===== config.mk =====
export PLATFORM = sky130hd
export DESIGN_NAME = rre_exec
export DESIGN_NICKNAME = d
export VERILOG_FILES = /design/src/hdl/rre_pkg.sv /design/src/hdl/rre_rot_if.sv /design/src/hdl/rre_exec.sv /design/src/hdl/rre_rotate.sv
export VERILOG_INCLUDE_DIRS = /design/src /design/src/hdl
export SDC_FILE = /design/constraint.sdc
export NUM_CORES = 1
export LEC_CHECK = 0
export BUFFER_PORTS_ARGS = -buffer_cell sky130_fd_sc_hd__buf_2
export CAP_MARGIN = 20
export CORE_UTILIZATION = 51
export CTS_BUF_LIST = sky130_fd_sc_hd__clkbuf_4
export CTS_CLUSTER_DIAMETER = 80
export DETAILED_ROUTE_END_ITERATION = 7
export HOLD_SLACK_MARGIN = 0.1
export PLACE_DENSITY = 0.83
export SYNTH_ARGS = -nofsm -noshare
export SYNTH_HDL_FRONTEND = slang
export SYNTH_HIERARCHICAL = 1
export SYNTH_SLANG_ARGS = --single-unit

===== constraint.sdc =====
create_clock -name sys_clk -period 4 [get_ports sys_clk]
set_input_delay 0.8 -clock sys_clk [delete_from_list [all_inputs] [get_ports sys_clk]]
set_output_delay 0.8 -clock sys_clk [all_outputs]
set_load 0.005 [all_outputs]

===== src/hdl/rre_params.svh =====
`ifndef RRE_PARAMS_SVH
`define RRE_PARAMS_SVH

// ==========================================
// instruction encodings (14-bit program word)
`define RRE_OP_RETURN 14'h0008
`define RRE_OP_RETINT 14'h0009
`define RRE_RETLIT_HI 4'hd
`define RRE_RETLIT_MASK 4'hf
`define RRE_RETLIT_MASK_TOP 4'he
`define RRE_ROTL_HI 6'h0d

// ==========================================
// field positions
`define RRE_HI4_TOP 13
`define RRE_HI4_BOT 10
`define RRE_HI6_TOP 13
`define RRE_HI6_BOT 8
`define RRE_DEST_BIT 7
`define RRE_ADDR_TOP 6
`define RRE_LIT_TOP 7
`define RRE_INTEN_BIT 7
`define RRE_MSB_BIT 7

// ==========================================
// timing, width and reset values
`define RRE_RET_CYCLES 2
`define RRE_ROT_CYCLES 1
`define RRE_PC_WIDTH 13
`define RRE_ZERO8 8'h00

`endif


===== src/hdl/rre_pkg.sv =====
package rre_pkg;
	typedef enum logic [2:0] {
		RRE_OP_NONE = 3'b000,
		RRE_OP_RET = 3'b001,
		RRE_OP_RETI = 3'b010,
		RRE_OP_RETK = 3'b011,
		RRE_OP_ROT = 3'b100
	} rre_op_t;
endpackage


===== src/hdl/rre_rot_if.sv =====
`timescale 1ns/1ps
`default_nettype none
interface rre_rot_if;
	logic [7:0] operand;
	logic carryIn;
	logic [7:0] result;
	logic carryOut;
	modport exec (output operand, output carryIn, input result,
		input carryOut);
	modport unit (input operand, input carryIn, output result,
		output carryOut);
endinterface
`default_nettype wire


===== src/hdl/rre_exec.sv =====
`timescale 1ns/1ps
`default_nettype none
`include "rre_params.svh"
module rre_exec import rre_pkg::*; #(
	parameter int PC_WIDTH = `RRE_PC_WIDTH
) (
	// clock and reset
	input wire logic sys_clk,
	input wire logic rst_n,
	// instruction issue
	input wire logic instrValid,
	input wire logic [13:0] instrWord,
	output logic busy,
	// operands from the core
	input wire logic [7:0] fileRdData,
	input wire logic carryIn,
	input wire logic [PC_WIDTH-1:0] topOfCallStack,
	// program counter and stack
	output logic stackPop,
	output logic pcLoad,
	output logic [PC_WIDTH-1:0] pcValue,
	// working register
	output logic wLoad,
	output logic [7:0] wValue,
	// file register write
	output logic fileWrEn,
	output logic [6:0] fileWrAddr,
	output logic [7:0] fileWrData,
	// status and interrupt control
	output logic carryLoad,
	output logic carryValue,
	output logic globalInterruptEnableSet
);
	// ==========================================
	// elaboration check
	if (PC_WIDTH < 8 || PC_WIDTH > 16) begin : g_bad_pc
		$error("PC_WIDTH must lie between 8 and 16");
	end

	// ==========================================
	// state
	typedef struct packed {
		logic busy;
		logic stackPop;
		logic pcLoad;
		logic [PC_WIDTH-1:0] pcValue;
		logic wLoad;
		logic [7:0] wValue;
		logic fileWrEn;
		logic [6:0] fileWrAddr;
		logic [7:0] fileWrData;
		logic carryLoad;
		logic carryValue;
		logic intEnSet;
	} rre_state_t;

	rre_state_t state_q;
	rre_state_t state_d;
	rre_op_t op;
	logic take;
	rre_rot_if rot ();

	rre_rotate u_rotate (
		.rot(rot)
	);

	// ==========================================
	// decode
	always_comb begin
		op = RRE_OP_NONE;
		if (instrWord == `RRE_OP_RETURN) begin
			op = RRE_OP_RET;
		end else if (instrWord == `RRE_OP_RETINT) begin
			op = RRE_OP_RETI;
		end else if ((instrWord[`RRE_HI4_TOP:`RRE_HI4_BOT] &
				`RRE_RETLIT_MASK_TOP) == (`RRE_RETLIT_HI &
				`RRE_RETLIT_MASK_TOP)) begin
			// lowest bit of the top nibble (bit 10) is don't-care
			op = RRE_OP_RETK;
		end else if (instrWord[`RRE_HI6_TOP:`RRE_HI6_BOT] ==
				`RRE_ROTL_HI) begin
			op = RRE_OP_ROT;
		end
	end

	// second return cycle is a pipeline flush, issue is refused
	assign take = instrValid && !state_q.busy;
	assign rot.operand = fileRdData;
	assign rot.carryIn = carryIn;

	// ==========================================
	// next state
	always_comb begin
		state_d = '0;
		state_d.fileWrAddr = state_q.fileWrAddr;
		state_d.pcValue = state_q.pcValue;
		state_d.wValue = state_q.wValue;
		state_d.fileWrData = state_q.fileWrData;
		state_d.carryValue = state_q.carryValue;
		if (take) begin
			unique case (op)
				RRE_OP_RET, RRE_OP_RETI, RRE_OP_RETK: begin
					state_d.busy = 1'b1;
					state_d.stackPop = 1'b1;
					state_d.pcLoad = 1'b1;
					state_d.pcValue = topOfCallStack;
					state_d.intEnSet = (op == RRE_OP_RETI);
					if (op == RRE_OP_RETK) begin
						state_d.wLoad = 1'b1;
						state_d.wValue = instrWord[`RRE_LIT_TOP:0];
					end
				end
				RRE_OP_ROT: begin
					// only carry of the status flags moves
					state_d.carryLoad = 1'b1;
					state_d.carryValue = rot.carryOut;
					if (instrWord[`RRE_DEST_BIT]) begin
						state_d.fileWrEn = 1'b1;
						state_d.fileWrAddr = instrWord[`RRE_ADDR_TOP:0];
						state_d.fileWrData = rot.result;
					end else begin
						state_d.wLoad = 1'b1;
						state_d.wValue = rot.result;
					end
				end
				RRE_OP_NONE: begin
				end
			endcase
		end
	end

	always_ff @(posedge sys_clk or negedge rst_n) begin
		if (!rst_n) begin
			state_q <= '0;
		end else begin
			state_q <= state_d;
		end
	end

	// ==========================================
	// outputs
	assign busy = state_q.busy;
	assign stackPop = state_q.stackPop;
	assign pcLoad = state_q.pcLoad;
	assign pcValue = state_q.pcValue;
	assign wLoad = state_q.wLoad;
	assign wValue = state_q.wValue;
	assign fileWrEn = state_q.fileWrEn;
	assign fileWrAddr = state_q.fileWrAddr;
	assign fileWrData = state_q.fileWrData;
	assign carryLoad = state_q.carryLoad;
	assign carryValue = state_q.carryValue;
	assign globalInterruptEnableSet = state_q.intEnSet;
endmodule
`default_nettype wire


===== src/hdl/rre_rotate.sv =====
`timescale 1ns/1ps
`default_nettype none
`include "rre_params.svh"
module rre_rotate (
	rre_rot_if.unit rot
);
	// ==========================================
	// rotate left through carry
	always_comb begin
		rot.result = {rot.operand[6:0], rot.carryIn};
		rot.carryOut = rot.operand[`RRE_MSB_BIT];
	end
endmodule
`default_nettype wire


## Yosys cells after proc, flatten, opt, wreduce, memory -nomap -nowiden

Cells that the tools add are included.
Widths: inputs -> output; s select.

- Flip-flop bits (word level): 44
- Input bits: 39
- Output and inout port bits: 44
- Word-level logic and storage cells: 42

- Equality and inequality tests: 10
- Muxes and demuxes: 12
- Reduce and logical (&&, ||, !) cells: 8

Operator list:

| operator | number |
|---|---|
| $mux 44 | 1 |
| $mux 16 | 2 |
| $eq 14x4->1 const B | 2 |
| $mux 18 | 1 |
| $mux 9 | 2 |
| $pmux 9 s2 | 1 |
| $mux 3 | 4 |
| $eq 3x2->1 const B | 2 |
| $eq 3x3->1 const B | 2 |
| $eq 6x4->1 const B | 1 |
| $ne 2x2->1 const B | 2 |
| $reduce_and 2->1 | 2 |
| $reduce_and 4->1 | 1 |
| $eq 3x1->1 const B | 1 |
| $reduce_and 3->1 | 1 |
| $reduce_or 3->1 | 1 |
| $reduce_bool 2->1 | 1 |
| $logic_and 1x1->1 | 1 |
| $logic_not 1->1 | 1 |
| $mux 1 | 1 |

## Longest topological paths before layout

- Depth after elaboration: 9
- Gate-level depth with buffers: 5
- Mapped depth without buffers: 4

## Cells and area by module

Netlist, hierarchy kept.

By module, submodules not included:

| module | instances | cells an instance | area each (um^2) |
|---|---|---|---|
| rre_exec | 1 | 115 | 1722.9 |
| rre_rotate | 1 | 9 | 67.6 |

## Least setup slack after synthesis

OpenSTA, ideal clock, no wires.

- Path type: input-to-reg
- From: input instrWord[5]
- To: register state_q (netlist bit pcValue[0])
- Library setup time: 0.125 ns
- Arrival: 2.536 ns
- Setup slack: 1.338 ns
- Cell stages on the path: 5
- Cells stage by stage: or4_1 > or4_4 > a21oi_4 > buf_12 > mux2_4

- Longest elaborated chain between the ends: 6

Ends and longest elaborated chain:

| element | line | RTL |
|---|---|---|
| start: declaration | rre_exec.sv:12 | `input wire logic [13:0] instrWord,` |
| $eq 14x4->1 (no line) | n/a |  |
| $mux 3 | rre_exec.sv:73 | `` end else if (instrWord == `RRE_OP_RETINT) begin `` |
| $mux 3 * | rre_exec.sv:71 | `` if (instrWord == `RRE_OP_RETURN) begin `` |
| $eq 3x2->1 or $eq 3x1->1 (tied branches) | rre_exec.sv:101 | `unique case (op)` |
| $reduce_or 3->1 * | rre_exec.sv:101 |  |
| $reduce_and 2->1 (no line) * | n/a |  |
| end signal: assignment | rre_exec.sv:136 | `state_q <= state_d;` |
| end: declaration | rre_exec.sv:57 | `rre_state_t state_q;` |

Mark *: on every way between the ends. The rest lies on a longest branch, timed or not.
A chain may end at the register's enable or synchronous reset.

## Worst setup path in the final report

- From: input instrWord[5]
- To: register state_q (netlist bit pcValue[9])

The elaborated chain is that of the path after synthesis.

==> metrics.log <==
[metrics] count of cells resized by post-cts repair: 0
[metrics] final-layout fill cell count: 266
[metrics] final worst path period share: 67.4%
[metrics] vertical die dimension: slightly above 60 um
[metrics] Yosys Warn Count: 6
[metrics] startpoint of the worst-slack reg-to-reg timing path: busy$_DFF_PN0_
[metrics] max_cap viols: 0
[metrics] fraction of layout cells with a size suffix above 1: approximately three fifths
[metrics] mean instance size in the synthesized netlist: 14.4 um^2
[metrics] core area: roughly 0.0033 mm^2
[metrics] routed len/inst: 14.8 um
[metrics] static leakage power: between 1 and 1.5 nW
[metrics] routed metal-1 wirelength: 1.52 mm
[metrics] floorplan die width: 61.3 um
[metrics] relative contribution of combinational cells to total power: between 20% and 30%
[metrics] Worst Hold Slack: about 500 ps
[metrics] summed area of non-filler cells in the final layout: 0.00220 mm^2
[metrics] CTS buffer count: 5
[metrics] slowest library cell on the worst path: or4_4
[metrics] Overflow after GRT: 0
[metrics] arrival time at the worst endpoint: 2900 ps
[metrics] number of rows in the core area: 21
[metrics] Worst R2R Path Depth: 4
[metrics] switching component of the power: 220 uW
[metrics] count of H-tree levels built during CTS: 2
[metrics] largest stage delay on the critical path: 570 ps
[metrics] final layout net count: approximately 240
[metrics] Clk pin slew, worst setup/hold paths: around 100 ps
[metrics] leading post-synthesis cells by cell area: dfrtp_1, mux2_2, mux2_4
[metrics] diode insertion count for antenna repair: 0
[metrics] DRT iter0 DRCs: 42
[metrics] crit-path max FO: 14
[metrics] worst skew pair latency: 320 ps
[metrics] initial standard-cell utilization of the core: 53.7%
[metrics] vias per std cell: 5.15
[metrics] run status: complete, no violations
[metrics] CP Capture Type: flip-flop
[metrics] largest net degree at the start of global routing: 43
[metrics] final number of max-transition violations: 0
[metrics] portion of total power attributed to the clock network: 22.2%
[metrics] Initial DRT Pass Iterations: 6
[metrics] FF-to-FF End: fileWrData[4]$_DFFE_PN0P_
[metrics] Area Growth Syn to Fin: 22.9%
[metrics] number of hold buffers added after cts: 0
[metrics] setup TNS after final layout: 0 ps
[metrics] WS Path Type: input pin to flip-flop
[metrics] Sw Share: 24.7%
[metrics] area post-placement: between 0.002 and 0.0025 mm^2
[metrics] achievable frequency: ~370 MHz
[metrics] most common flop cell mapped by yosys: dfrtp_1
[metrics] Total Wirelength: 3.62 mm
[metrics] routability congestion estimate from global placement: 0.732
[metrics] launch instance of the worst min-delay path: wValue[4]$_DFFE_PN0P_
[metrics] element type at the critical path start: input pin
[metrics] met2 routed wirelength: around 1.8 mm
[metrics] global-route wire length before repair: approximately 5.5 mm
[metrics] number of distinct library cells after synthesis: 25
[metrics] Post-Route Utilization: between 60 and 70%
[metrics] sequence of cells on the critical path: buf_2 > or4_1 > or4_4 > a21oi_4 > mux2_2
[metrics] CTS max path bufs: 2
[metrics] number of endpoints with negative hold slack in the final report: 0
[metrics] die area: 0.00375 mm^2
[metrics] Post-synth ARST share: 100%
[metrics] final cell count without fillers: approximately 250
[metrics] top routing layer used: met4
[metrics] Detail Route Antenna Nets: 0
[metrics] Max VDD drop: 0.000235 V
[metrics] number of nets in the synthesized netlist: 163
[metrics] Layout Skew: 9.15 ps
[metrics] setup slack, reg-to-reg: around 1800 ps
[metrics] placed cells: 238
[metrics] most numerous cell types in the synthesized netlist: dfrtp_1, mux2_2, buf_4
[metrics] Yosys top cell by area: dfrtp_1
[metrics] met3 WL: 258 um
[metrics] worst slew slack as a fraction of its limit: 40.6%
[metrics] number of top-level pins: 83
[metrics] via count of the first global-routing pass: 1258
[metrics] WHS Endpoint: wValue[4]$_DFFE_PN0P_
[metrics] post-synthesis sequential area ratio: 58.7%
[metrics] pwr dens: 405 mW/mm^2
[metrics] clock tree from TritonCTS: built
[metrics] Slew @ Worst Pin: roughly 900 ps
[metrics] endpoints failing setup: 0
[metrics] Synth top area share: 58.7%
[metrics] leading cell type by number of instances after synthesis: dfrtp_1
[metrics] Setup Fix Bufs, Post-CTS: 0
[metrics] Critical Path RT: 4210 ps
[metrics] unrepaired setup endpoints after global routing: false
[metrics] Residual DRC: 0
[metrics] number of vias in the routed layout: around 1300
[metrics] initial antenna violation count: 0
[metrics] DPL Wire Length: ~2.8 mm
[metrics] power share of the sequential group: 57.8%
[metrics] number of instances on the worst hold path: 1
[metrics] cell area after synthesis: between 0.0015 and 0.002 mm^2
[metrics] post-synthesis cell count: between 100 and 150
[metrics] EDFF count, synth: 0
[metrics] worst hold path type: flip-flop to flip-flop
[metrics] number of synthesized register bits: 42
[metrics] Internal Dissipation: 671 uW
[metrics] final critical-path required period: 2700 ps
[metrics] number of sinks driven by the clock tree: 42
[metrics] count of input and output buffers: 82
[metrics] all-layer global routing usage: 20.5%
[metrics] master cell of the clock root buffer: clkbuf_4
state kept, by name (all words and copies together), names as in the netlist:
name,count
busy,1
carryLoad,1
carryValue,1
fileWrAddr,7
fileWrData,8
fileWrEn,1
globalInterruptEnableSet,1
pcValue,13
wLoad,1
wValue,8
area by class of cell:
cell class	count	area, um^2	area share, %
sequential	42	1050	47.8
multi-input combinational	65	617	28.0
timing repair buffer	82	410	18.7
tap	46	57.6	2.62
clock buffer	7	52.6	2.39
inverter	3	11.3	0.512
layout by cell type (no fill, tap or decap), types with 3 or more instances in the layout:
| master | instances |
|---|---|
| a22oi_1 | 7 |
| buf_2 | 82 |
| clkbuf_4 | 7 |
| dfrtp_1 | 42 |
| inv_1 | 3 |
| mux2_2 | 20 |
| mux2_4 | 9 |
| nor3_1 | 3 |
| o2bb2ai_1 | 7 |
per-stage QoR:
step / total power, mW / setup slack, ps
6_report: 0.891 / 1310
5_1_grt: 0.940 / 1260
4_1_cts: 0.903 / 1310
3_5_place_dp: 0.704 / 950
3_3_place_gp: 0.694 / 1020
2_1_floorplan: 0.608 / 1340
power groups by stage:
stage | clock network, mW | logic [mW] | registers, mW
4_1_cts | 0.205 | 0.182 | 0.516
5_1_grt | 0.220 | 0.198 | 0.522
6_report | 0.198 | 0.179 | 0.515
2_1_floorplan | 0 | 0.0825 | 0.525
3_3_place_gp | 0 | 0.175 | 0.519
3_5_place_dp | 0 | 0.181 | 0.523
worst max path at each step:
| stage | to | cells past startpoint | start |
|---|---|---|---|
| floorplan | pcValue[0]$_DFFE_PN0P_ | 5 | instrWord[5] |
| global placement | pcValue[9]$_DFFE_PN0P_ | 5 | instrWord[5] |
| detailed placement | pcValue[9]$_DFFE_PN0P_ | 5 | instrWord[5] |
| CTS | pcValue[9]$_DFFE_PN0P_ | 5 | instrWord[5] |
| global route | pcValue[7]$_DFFE_PN0P_ | 5 | instrWord[5] |
| finish | pcValue[9]$_DFFE_PN0P_ | 5 | instrWord[5] |
per-layer routing:
metal	track usage, %	vias up
met5	0	-
met3	5.46	2
li1	-	590
met1	24.4	611
met2	35.4	58
met4	8.44	0
critical path, delay by kind of cell:
kind	cells	cell delay [ps]
compound gates	1	490
buf+inv	1	110
mux	1	410
simple gates	2	1100
cells by family (layout without fill, tap and decap cells):
kind of cell | after synthesis | in the layout | synth area share [%]
flip-flops | 42 | 42 | 58.7
multiplexers | 29 | 29 | 20.1
AO/OA/AOI/OAI | 20 | 20 | 9.09
buffers and inverters | 17 | 92 | 6.85
AND/OR/NAND/NOR | 16 | 16 | 5.24
No activity file was read; power rests on OpenSTA's default activity.
